**src/ldag_pkg.sv**
```systemverilog
// Shared constants, encodings and carrier types for the load decode and address generator
package ldag_pkg;

    // ************************************************************
    // Data widths
    // ************************************************************
    localparam int XLEN = 32;
    localparam int INSTR_W = 16;
    localparam int REG_IDX_W = 3;

    // ************************************************************
    // Opcode fields and values
    // ************************************************************
    localparam int OPC7_LSB = 9;
    localparam int OPC7_W = 7;
    localparam int OPC5_LSB = 11;
    localparam int OPC5_W = 5;
    localparam logic [6:0] OPC7_WORD_REG = 7'h2C;
    localparam logic [6:0] OPC7_HALF_REG = 7'h2D;
    localparam logic [6:0] OPC7_BYTE_REG = 7'h2E;
    localparam logic [4:0] OPC5_BYTE_IMM = 5'h0F;
    localparam logic [4:0] OPC5_HALF_IMM = 5'h11;
    localparam logic [4:0] OPC5_WORD_LIT = 5'h09;

    // ************************************************************
    // Field positions
    // ************************************************************
    localparam int DEST_LSB = 0;
    localparam int BASE_LSB = 3;
    localparam int OFFR_LSB = 6;
    localparam int SHORT_OFF_LSB = 6;
    localparam int SHORT_OFF_W = 5;
    localparam int LONG_OFF_LSB = 0;
    localparam int LONG_OFF_W = 8;
    localparam int LIT_DEST_LSB = 8;
    localparam int BYTE_W = 8;
    localparam int HALF_W = 16;

    // Largest literal offset and the word alignment mask
    localparam logic [31:0] LIT_OFFSET_MAX = 32'h0000_03FC;
    localparam logic [31:0] WORD_ALIGN_MASK = 32'hFFFF_FFFC;

    // ************************************************************
    // Types
    // ************************************************************
    typedef enum logic [2:0] {
        LDAG_SIZE_BYTE = 3'h1,
        LDAG_SIZE_HALF = 3'h2,
        LDAG_SIZE_WORD = 3'h4
    } ldag_size_t;

    typedef struct packed {
        logic valid;
        ldag_size_t size;
        logic use_pc;
        logic use_reg_off;
        logic [2:0] dest_reg_field;
        logic [2:0] base_reg_field;
        logic [2:0] offset_reg_field;
        logic [31:0] imm;
    } ldag_dec_t;

    typedef enum logic [1:0] {
        LDAG_IDLE = 2'h0,
        LDAG_READ = 2'h1,
        LDAG_WAIT = 2'h3,
        LDAG_WRITE = 2'h2
    } ldag_state_t;

endpackage : ldag_pkg

```
**src/ldag_decoder.sv**
```systemverilog
// Combinational decoder for the 16-bit load forms handled by this block
`timescale 1ns/1ps
module ldag_decoder (
    input wire logic [ldag_pkg::INSTR_W-1:0] i_instr, // Instruction halfword
    output ldag_pkg::ldag_dec_t o_dec // Decoded fields
);
    import ldag_pkg::*;

    logic [OPC7_W-1:0] opc7;
    logic [OPC5_W-1:0] opc5;

    // Opcode slices
    assign opc7 = i_instr[OPC7_LSB +: OPC7_W];
    assign opc5 = i_instr[OPC5_LSB +: OPC5_W];

    // Field extraction; anything unmatched leaves valid low
    always_comb begin
        o_dec = '0;
        o_dec.size = LDAG_SIZE_WORD;
        o_dec.dest_reg_field = i_instr[DEST_LSB +: REG_IDX_W];
        o_dec.base_reg_field = i_instr[BASE_LSB +: REG_IDX_W];
        o_dec.offset_reg_field = i_instr[OFFR_LSB +: REG_IDX_W];
        if (opc7 == OPC7_WORD_REG) begin
            o_dec.valid = 1'b1;
            o_dec.use_reg_off = 1'b1;
            o_dec.size = LDAG_SIZE_WORD;
        end else if (opc7 == OPC7_BYTE_REG) begin
            o_dec.valid = 1'b1;
            o_dec.use_reg_off = 1'b1;
            o_dec.size = LDAG_SIZE_BYTE;
        end else if (opc7 == OPC7_HALF_REG) begin
            o_dec.valid = 1'b1;
            o_dec.use_reg_off = 1'b1;
            o_dec.size = LDAG_SIZE_HALF;
        end else if (opc5 == OPC5_BYTE_IMM) begin
            o_dec.valid = 1'b1;
            o_dec.size = LDAG_SIZE_BYTE;
            o_dec.imm = 32'(i_instr[SHORT_OFF_LSB +: SHORT_OFF_W]);
        end else if (opc5 == OPC5_HALF_IMM) begin
            o_dec.valid = 1'b1;
            o_dec.size = LDAG_SIZE_HALF;
            o_dec.imm = 32'({i_instr[SHORT_OFF_LSB +: SHORT_OFF_W], 1'b0});
        end else if (opc5 == OPC5_WORD_LIT) begin
            o_dec.valid = 1'b1;
            o_dec.use_pc = 1'b1;
            o_dec.size = LDAG_SIZE_WORD;
            o_dec.dest_reg_field = i_instr[LIT_DEST_LSB +: REG_IDX_W];
            o_dec.imm = 32'({i_instr[LONG_OFF_LSB +: LONG_OFF_W], 2'h0});
        end
    end

endmodule : ldag_decoder

```
**src/ldag_extend.sv**
```systemverilog
// Zero extension of returned load data by access size
`timescale 1ns/1ps
module ldag_extend (
    input wire logic [ldag_pkg::XLEN-1:0] i_rdata, // Data, item in low bits
    input ldag_pkg::ldag_size_t i_size, // Access size
    output logic [ldag_pkg::XLEN-1:0] o_wdata // Zero-extended result
);
    import ldag_pkg::*;

    // Upper bits cleared for byte and halfword sizes, word passes unchanged; no signed forms live here
    always_comb begin
        unique case (i_size)
            LDAG_SIZE_BYTE: o_wdata = XLEN'(i_rdata[BYTE_W-1:0]);
            LDAG_SIZE_HALF: o_wdata = XLEN'(i_rdata[HALF_W-1:0]);
            default: o_wdata = i_rdata;
        endcase
    end

endmodule : ldag_extend

```
**src/ldag_core.sv**
```systemverilog
// Load decode and address generator: decode, address, read, zero-extend, write back
//
// Function
// - Literal load address is PC rounded down to four plus offset 0..1020.
// - Literal offset is eight-bit field with two zero bits appended, always added.
// - Register word load adds base and offset registers, reads four bytes to destination.
// - Register word load decoded at 0101100; offset 8:6, base 5:3, destination 2:0.
// - Immediate byte load adds unscaled five-bit offset 0..31 to base register.
// - Immediate byte load decoded at 01111; offset 10:6, base 5:3, destination 2:0.
// - Register byte load decoded at 0101110; base plus offset register, one byte read.
// - Byte loads clear the upper 24 bits of the destination.
// - Immediate halfword load decoded at 10001; five-bit offset doubled, added to base.
// - Halfword loads read two bytes and zero-extend to 32 bits.
// - Register halfword load decoded at 0101101 with the usual register fields.
// - All forms use added offset and never write the address back to base.
// - Offset register is shifted left by zero, so raw contents are added.
`timescale 1ns/1ps
module ldag_core (
    input wire logic i_clk, // Core clock, 25 MHz
    input wire logic i_reset_n, // Async reset, active low
    input wire logic i_instr_valid, // Instruction offered
    input wire logic [ldag_pkg::INSTR_W-1:0] i_instr, // Instruction halfword
    input wire logic [ldag_pkg::XLEN-1:0] i_instr_pc, // PC value of the instruction
    output logic o_instr_ready, // Ready to take an instruction
    output logic o_decode_fault, // Pulse: unsupported encoding
    output logic o_busy, // Load in progress
    output logic [ldag_pkg::REG_IDX_W-1:0] o_rf_raddr_a, // Base register index
    output logic [ldag_pkg::REG_IDX_W-1:0] o_rf_raddr_b, // Offset register index
    input wire logic [ldag_pkg::XLEN-1:0] i_rf_rdata_a, // Base register value
    input wire logic [ldag_pkg::XLEN-1:0] i_rf_rdata_b, // Offset register value
    output logic o_mem_req, // Read request, held until data
    output logic [ldag_pkg::XLEN-1:0] o_mem_addr, // Byte address
    output ldag_pkg::ldag_size_t o_mem_size, // Bytes to read
    input wire logic i_mem_rvalid, // Read data returned
    input wire logic [ldag_pkg::XLEN-1:0] i_mem_rdata, // Read data, item in low bits
    output logic o_rf_we, // Pulse: destination write
    output logic [ldag_pkg::REG_IDX_W-1:0] o_rf_waddr, // Destination index
    output logic [ldag_pkg::XLEN-1:0] o_rf_wdata // Destination value
);
    import ldag_pkg::*;

    // ************************************************************
    // Declarations
    // ************************************************************
    ldag_state_t state_reg;
    ldag_state_t state_next;
    ldag_dec_t dec_now;
    ldag_dec_t dec_reg;
    logic [XLEN-1:0] pc_reg;
    logic [XLEN-1:0] base_val;
    logic [XLEN-1:0] off_val;
    logic [XLEN-1:0] ext_data;
    logic accept;
    logic data_in;

    // ************************************************************
    // Submodules
    // ************************************************************
    ldag_decoder u_decoder (
        .i_instr(i_instr),
        .o_dec(dec_now)
    );

    ldag_extend u_extend (
        .i_rdata(i_mem_rdata),
        .i_size(dec_reg.size),
        .o_wdata(ext_data)
    );

    // ************************************************************
    // Handshakes and operand selection
    // ************************************************************
    // Instruction taken only while idle; memory data counts only while waiting
    assign accept = i_instr_valid && o_instr_ready && (state_reg == LDAG_IDLE);
    assign data_in = i_mem_rvalid && o_mem_req && (state_reg == LDAG_WAIT);

    // Literal base is the aligned PC; register forms add the raw offset register
    assign base_val = dec_reg.use_pc ? (pc_reg & WORD_ALIGN_MASK) : i_rf_rdata_a;
    assign off_val = dec_reg.use_reg_off ? i_rf_rdata_b : dec_reg.imm;

    // ************************************************************
    // Sequencer
    // ************************************************************
    // Next state
    always_comb begin
        state_next = state_reg;
        unique case (state_reg)
            LDAG_IDLE: begin
                if (accept && dec_now.valid) begin
                    state_next = LDAG_READ;
                end
            end
            LDAG_READ: state_next = LDAG_WAIT;
            LDAG_WAIT: begin
                if (data_in) begin
                    state_next = LDAG_WRITE;
                end
            end
            LDAG_WRITE: state_next = LDAG_IDLE;
        endcase
    end

    // State register
    always_ff @(posedge i_clk or negedge i_reset_n) begin
        if (!i_reset_n) begin
            state_reg <= LDAG_IDLE;
        end else begin
            state_reg <= state_next;
        end
    end

    // Busy mirrors any non-idle state, registered for a clean output
    always_ff @(posedge i_clk or negedge i_reset_n) begin
        if (!i_reset_n) begin
            o_busy <= 1'b0;
        end else begin
            o_busy <= (state_next != LDAG_IDLE);
        end
    end

    // Ready drops on acceptance, returns after the write cycle
    always_ff @(posedge i_clk or negedge i_reset_n) begin
        if (!i_reset_n) begin
            o_instr_ready <= 1'b1;
        end else if (accept && dec_now.valid) begin
            o_instr_ready <= 1'b0;
        end else if (state_reg == LDAG_WRITE) begin
            o_instr_ready <= 1'b1;
        end
    end

    // Unsupported encodings are refused with a one-cycle pulse
    always_ff @(posedge i_clk or negedge i_reset_n) begin
        if (!i_reset_n) begin
            o_decode_fault <= 1'b0;
        end else begin
            o_decode_fault <= accept && !dec_now.valid;
        end
    end

    // ************************************************************
    // Decode capture and register file read
    // ************************************************************
    // Held for the whole load so fields stay stable to write-back
    always_ff @(posedge i_clk or negedge i_reset_n) begin
        if (!i_reset_n) begin
            dec_reg <= '0;
            pc_reg <= '0;
            o_rf_raddr_a <= '0;
            o_rf_raddr_b <= '0;
        end else if (accept && dec_now.valid) begin
            dec_reg <= dec_now;
            pc_reg <= i_instr_pc;
            o_rf_raddr_a <= dec_now.base_reg_field;
            o_rf_raddr_b <= dec_now.offset_reg_field;
        end
    end

    // ************************************************************
    // Memory request
    // ************************************************************
    // Address is always base plus offset; no subtract path exists
    always_ff @(posedge i_clk or negedge i_reset_n) begin
        if (!i_reset_n) begin
            o_mem_req <= 1'b0;
            o_mem_addr <= '0;
            o_mem_size <= LDAG_SIZE_WORD;
        end else if (state_reg == LDAG_READ) begin
            o_mem_req <= 1'b1;
            o_mem_addr <= base_val + off_val;
            o_mem_size <= dec_reg.size;
        end else if (data_in) begin
            o_mem_req <= 1'b0;
        end
    end

    // ************************************************************
    // Destination write
    // ************************************************************
    // Only the destination is written; the base is never updated
    always_ff @(posedge i_clk or negedge i_reset_n) begin
        if (!i_reset_n) begin
            o_rf_we <= 1'b0;
            o_rf_waddr <= '0;
            o_rf_wdata <= '0;
        end else if (data_in) begin
            o_rf_we <= 1'b1;
            o_rf_waddr <= dec_reg.dest_reg_field;
            o_rf_wdata <= ext_data;
        end else begin
            o_rf_we <= 1'b0;
        end
    end
endmodule : ldag_core

```
**config.mk**
```make
export PLATFORM = sky130hd
export DESIGN_NAME = ldag_core
export DESIGN_NICKNAME = d
export VERILOG_FILES = /design/src/ldag_pkg.sv /design/src/ldag_decoder.sv /design/src/ldag_extend.sv /design/src/ldag_core.sv
export SDC_FILE = /design/constraint.sdc
export NUM_CORES = 1
export LEC_CHECK = 0
export BUFFER_PORTS_ARGS = -buffer_cell sky130_fd_sc_hd__buf_2
export CORE_MARGIN = 3
export CORE_UTILIZATION = 30
export CTS_CLUSTER_DIAMETER = 50
export CTS_CLUSTER_SIZE = 12
export DETAILED_ROUTE_END_ITERATION = 16
export SYNTH_ARGS = -nofsm -noshare
export SYNTH_HDL_FRONTEND = slang
export SYNTH_SLANG_ARGS = --single-unit
```
**constraint.sdc**
```tcl
create_clock -name i_clk -period 3.8 [get_ports i_clk]
set_input_delay 0.76 -clock i_clk [delete_from_list [all_inputs] [get_ports i_clk]]
set_output_delay 0.76 -clock i_clk [all_outputs]
set_load 0.02 [all_outputs]
```
==> results of run 1 <==
## cell families (layout without fill, tap and decap cells)
group / after synthesis / in the layout / share of synthesized area
simple gates: 379 / 379 / 0.220
mux: 39 / 39 / 0.0580
xor+xnor: 19 / 19 / 0.0223
buf+inv: 61 / 283 / 0.0319
compound gates: 195 / 195 / 0.173
fa+ha+maj: 32 / 32 / 0.0547
flops: 131 / 131 / 0.440
## metrics by stage
stage / setup WS (ns) / hold WS [ns] / cells
3_5_place_dp: 0.452 / 0.452 / 1370
6_report: 0.678 / 0.369 / 1402
5_1_grt: 0.429 / 0.430 / 1402
3_3_place_gp: 0.484 / 0.449 / 1370
2_1_floorplan: 0.727 / 0.439 / 856
4_1_cts: 0.692 / 0.409 / 1402
## critical path: cells and delay by family (launching register included)
family          cells  cell delay, ns
flops               1            0.57
compound gates      5            1.14
mux                 1            0.41
fa+ha+maj           1            0.44
simple gates        1            0.49
## layout by cell type, fill, tap and decap left out, types with 13 or more instances in the layout
cell,netlist,final
dfrtp_1,129,129
and2_1,24,23
nand4_1,16,16
nand2_1,250,249
clkbuf_16,0,17
a21oi_1,36,36
nor3_1,14,14
o21ai_0,62,62
buf_2,6,225
nand3_1,13,13
nor2_1,35,35
a22o_1,22,22
inv_1,14,14
mux2_2,34,34
ha_1,31,31
## cell type report
class | count | area (um^2) | area share
Multi-Input combinational cell | 664 | 3950 | 0.415
Sequential cell | 131 | 3280 | 0.345
Timing Repair Buffer | 237 | 1240 | 0.131
Clock buffer | 17 | 425 | 0.0447
Tap cell | 324 | 405 | 0.0426
Clock inverter | 15 | 159 | 0.0167
Inverter | 14 | 52.6 | 0.00552
## metal layers
layer	part of all wire	routed length (um)	GRT usage
met1	0.45	10800	0.240
met4	0.014	344	0.0434
met3	0.057	1360	0.0375
met2	0.48	11400	0.299
met5	0.0014	33	0
## power groups by stage
stage / Clock [uW] / Sequential (uW) / Combinational [uW]
finish: 1680 / 2380 / 4200
global route: 1790 / 2470 / 4660
CTS: 1720 / 2390 / 4230
detailed placement: 0 / 2410 / 4210
global placement: 0 / 2390 / 4170
floorplan: 0 / 2830 / 2430
## worst max-delay path by stage
| stage | startpoint | endpoint | slack, ns | cells after the start |
|---|---|---|---|---|
| 2_1_floorplan | dec_reg[42] | o_mem_addr[22] | 0.73 | 10 |
| 4_1_cts | dec_reg[41] | o_mem_addr[23] | 0.69 | 8 |
| 5_1_grt | dec_reg[42] | o_mem_addr[23] | 0.43 | 9 |
| 3_5_place_dp | i_rf_rdata_b[0] | o_mem_addr[22] | 0.45 | 11 |
| 6_report | dec_reg[41] | o_mem_addr[22] | 0.68 | 8 |
| 3_3_place_gp | i_rf_rdata_b[0] | o_mem_addr[22] | 0.48 | 11 |
==> impl_metrics.json, run 1 <==
{
  "ys_seq_area_frac": 0.440,
  "reg2reg_depth": 8,
  "cp_cell_sequence": "mux2_2, fa_1, a21o_2, a221oi_2, o31ai_2, o21a_1, or4_1, o211ai_1",
  "syn_inst": 856,
  "p_per_area_nw_per_um2": 869,
  "std_cell_rows": 57,
  "cap_violations": 0,
  "wl_per_cell_um": 17.1,
  "p_switching_uw": 3720,
  "core_um2": 24400,
  "io_pins": 229,
  "diodes": 0,
  "drt_wl_total_mm": 23.9,
  "ys_ff_latch": 131,
  "grt_pass1_wl_mm": 37.6,
  "ant_nets": 0,
  "period_minus_slack_ns": 3.12,
  "cts_setup_buffers": 0,
  "r2r_slack_ns": 0.68,
  "clkSinkCount": 131,
  "cts_buffers": 17,
  "rsz0062_at_grt": "false",
  "period_share": 0.822,
  "place_area_um2": 8930,
  "slew_headroom": 0.253,
  "synth_area_leader_cell": "dfrtp_1",
  "clkPwrFrac": 0.203,
  "start_util": 0.306,
  "track_usage": 0.180,
  "final_hold_viol_count": 0,
  "first_global_vias": 6930,
  "die-area_um2": 26800,
  "p_leak_uw": 0.00477,
  "vdd_drop_max_uv": 334,
  "grt_max_degree": 80,
  "dpl.hpwl_mm": 17.9,
  "r2r_start": "dec_reg[41]",
  "slowest_delay_ns": 0.57,
  "clock.fmax_mhz": 320,
  "yosys_warnings": 0,
  "drtPass1Iterations": 5,
  "p_seq_frac": 0.288,
  "layout-drive-gt1-share": 0.295,
  "gp_congestion": 0.917,
  "tns_ns": 0,
  "critPathMaxFanout": 13,
  "syn_area_um2": 7460,
  "io_buffer_count": 226,
  "detailroute.via_count": 6883,
  "synth_top_area_share": 0.433,
  "antenna_found_initial": 2,
  "worstPathArrival_ns": 3.47,
  "rr_endpoint": "o_mem_addr[22]",
  "worstPathRequired_ns": 4.15,
  "slew_viol_final": 0,
  "crit_type": "flop to flop",
  "post-route-drc-count": 0,
  "cts_resized": 0,
  "final_area_um2": 9510,
  "htreeDepth": 4,
  "drt_iter0_drc": 454,
  "clock_tree.buffer_depth": 2,
  "synth_nets": 1036,
  "cts_tree": "done",
  "vias_per_cell": 4.91,
  "p_total_uw": 8270,
  "synth_cell_types": 60,
  "async_reset_ff_frac": 1.00,
  "root_buffer": "clkbuf_16",
  "worst_slew_pin_slew_ns": 1.12,
  "synth_ff_type": "dfrtp_1",
  "die_width_um": 164,
  "cp-end-kind": "flop",
  "fillers": 2543,
  "synth.cells.most_frequent": "nand2_1 (250), dfrtp_1 (129), o21ai_0 (62)",
  "status": "complete, no violations",
  "clk_latency_ns": 0.43,
  "dieHeight_um": 164,
  "fin_skew_ns": 0.0101,
  "synth_edf_count": 0,
  "fin_util": 0.390,
  "startpoint_type": "flop",
  "switching_share": 0.450,
  "internal-power_uw": 4550,
  "clk_pin_slew_ns": 0.07,
  "avgSynthCellArea_um2": 8.71,
  "yosysMostFrequentCell": "nand2_1",
  "hold_buffers": 0,
  "netlist_top_cells_area": "dfrtp_1 (43%), nand2_1 (13%), ha_1 (5.2%)",
  "final-setup-viol-count": 0,
  "slowest_stage": "dfrtp_1",
  "comb_power_share": 0.508,
  "num-nets-final": 1245,
  "grt_overflow": 0,
  "syn_to_final_growth_pct": 27.6,
  "hp-class": "primary input to asynchronous set/reset pin"
}
Note: power is estimated with default switching activity, not from simulation.
==> inputs of run 2 (changes only) <==
- ABC_AREA: not set -> 1
- clock period: 3.8 -> 2.8 ns (I/O delays scaled with it)
==> impl_metrics.json, run 2 <==
{
  "status": "complete, no violations",
  "synth-xor-area-share": 0.0150,
  "final_hold_viol_count": 0,
  "clk_latency_ns": 0.42,
  "synth_nets": 1299,
  "internal-power_uw": 5260,
  "comb_power_share": 0.380,
  "final_cell_mix": "nand2_1 (400), buf_2 (225), inv_1 (168)",
  "die_width_um": 171,
  "detailroute.via_count": 7660,
  "worst_slew_pin_slew_ns": 0.544,
  "startpoint_type": "flop",
  "synth_cell_types": 34,
  "syn_to_final_growth_pct": 26.6,
  "avgSynthCellArea_um2": 7.31,
  "clkPwrFrac": 0.266,
  "netlist_top_cells_area": "dfrtp_1 (39%), nand2_1 (18%), inv_1 (7.7%)",
  "period_minus_slack_ns": 2.58,
  "p_per_area_nw_per_um2": 850,
  "synth_area_leader_cell": "dfrtp_1",
  "worstPathArrival_ns": 2.89,
  "crit_type": "flop to flop",
  "drt_wl_total_mm": 25.2,
  "track_usage": 0.175,
  "critPathMaxFanout": 12,
  "switching_share": 0.402,
  "slew_headroom": 0.637,
  "slew_viol_final": 0,
  "mostFrequentLayoutCell": "nand2_1",
  "htreeDepth": 4,
  "drtPass1Iterations": 5,
  "hp-class": "primary input to asynchronous set/reset pin",
  "grt_overflow": 0,
  "syn_inst": 1119,
  "std_cell_rows": 59,
  "num-nets-final": 1525,
  "wl_per_cell_um": 14.9,
  "dieHeight_um": 171,
  "cts_setup_buffers": 0,
  "use_met1": 0.250,
  "synth_edf_count": 0,
  "core_um2": 26400,
  "io_pins": 229,
  "root_buffer": "clkbuf_16",
  "rsz0062_at_grt": "false",
  "vias_per_cell": 4.52,
  "synthAdderAreaFrac": 0.0499,
  "clk_pin_slew_ns": 0.07,
  "worstPathRequired_ns": 3.11,
  "final_area_um2": 10400,
  "synthMuxAreaShare": 0.0688,
  "synth_top_family_by_area": "simple AND/OR/NAND/NOR gates",
  "post-route-drc-count": 0,
  "p_total_uw": 8800,
  "synth-compound-area-share": 0.0863,
  "cts_tree": "done",
  "fin_skew_ns": 0.0114,
  "start_util": 0.309,
  "io_buffer_count": 226,
  "tns_ns": 0,
  "grt_util_met3": 0.0277,
  "cp-end-kind": "flop",
  "busiest_layer": "met2",
  "dpl.hpwl_mm": 20.0,
  "final-setup-viol-count": 0,
  "first_global_vias": 7307,
  "yosysMostFrequentCell": "nand2_1",
  "diodes": 0,
  "ys_seq_area_frac": 0.401,
  "grt_max_degree": 57,
  "drt_iter0_drc": 410,
  "grt_pass1_wl_mm": 39.9,
  "p_leak_uw": 0.00598,
  "cap_violations": 0,
  "holdWs_ns": 0.0845,
  "layout_setup_ws_ns": 0.225,
  "synth_top_area_share": 0.395,
  "yosys_warnings": 0,
  "synthSimpleGateAreaFrac": 0.278,
  "async_reset_ff_frac": 1.00,
  "ys_ff_latch": 131,
  "p_seq_frac": 0.354,
  "synth.cells.most_frequent": "nand2_1 (400), inv_1 (168), dfrtp_1 (129)",
  "clkSinkCount": 131,
  "cts_buffers": 17,
  "layout-drive-gt1-share": 0.256,
  "place_ws_ns": 0.121,
  "ant_nets": 0,
  "period_share": 0.920,
  "clock.fmax_mhz": 388,
  "p_switching_uw": 3540,
  "die-area_um2": 29300,
  "synth_ff_type": "dfrtp_1",
  "clock_tree.buffer_depth": 2,
  "gp_congestion": 0.899,
  "vdd_drop_max_uv": 349,
  "antenna_found_initial": 3,
  "use_met2": 0.274,
  "place_area_um2": 9730,
  "syn_area_um2": 8180
}
[run 2: changes by cell type after synthesis, sizes merged, moves of 10 or more]
cell	previous run	this run
a21o	12	1
buf	9	23
a22o	22	0
mux2	34	50
nand3	13	82
o21a	12	0
nand2	250	401
inv	14	170
nor2	35	64
nor3	14	3
o21ai	62	72
clkbuf	38	15
and2	24	0
nand4	16	6
[run 2: cells by family after synthesis]
group / after synthesis
buffers and inverters: 209
adders and majority gates: 32
and+or+nand+nor: 560
muxes: 50
DFF: 131
AOI/OAI and AO/OA: 123
xor gates and xnor gates: 14
[run 2: layer usage]
metal  part of all wire  routed length, um  up-vias
met5             0.0016                 41        -
met4              0.017                429        6
met1               0.48              12100     3462
met3              0.045               1120       32
met2               0.46              11500      184
li1                   -                  -     3976
[run 2: worst paths after layout]
path,from,to,slack [ns],depth (start not counted)
worst max register to register,dec_reg[42],o_mem_addr[28],0.22,13
worst min-delay path,i_reset_n,o_rf_wdata[4],0.08,1
worst max-delay path,dec_reg[42],o_mem_addr[28],0.22,13
max in group asynchronous,i_reset_n,o_rf_wdata[22],1.94,2
worst min register to register,state_reg[0],state_reg[1],0.40,0
min in group i_clk,i_mem_rdata[2],o_rf_wdata[2],0.36,2
[run 2: area by class of cell]
type                            count  area, um^2
Tap cell                          335         419
Fill cell                        2833       16100
Clock buffer                       19         453
Multi-Input combinational cell    779        4080
Timing Repair Buffer              245        1320
Sequential cell                   131        3280
Inverter                          171         642
Clock inverter                     13         160
[run 2: worst max-delay path, stage by stage (launching register included)]
cell and delay [ns]:
dfrtp_2 0.46, buf_6 0.22, mux2_2 0.36, ha_1 0.38, nand2_1 0.16, inv_1 0.05, nand2_1 0.06, nand2_1 0.08
nand2_1 0.07, nand2_1 0.09, a21oi_1 0.27, nand3_1 0.12, nand3_1 0.10, nand2_1 0.05
[run 2: power groups by stage]
stage,clock (uW),sequential [uW],combinational [uW]
6_report,2340,3110,3340
5_1_grt,2490,3220,3730
4_1_cts,2410,3120,3400
3_5_place_dp,0,3140,3390
3_3_place_gp,0,3100,3350
2_1_floorplan,0,3760,1470
[run 2: through the flow]
step / util / std cells
finish: 0.392 / 1693
global route: 0.392 / 1693
CTS: 0.392 / 1693
detailed placement: 0.368 / 1661
global placement: 0.368 / 1661
floorplan: - / 1119
[run 2: what timing repair did]
action | CTS | global route
gates resized for setup | 0 | 2
hold buffers | 0 | 0
endpoints found under the setup margin | 0 | 11
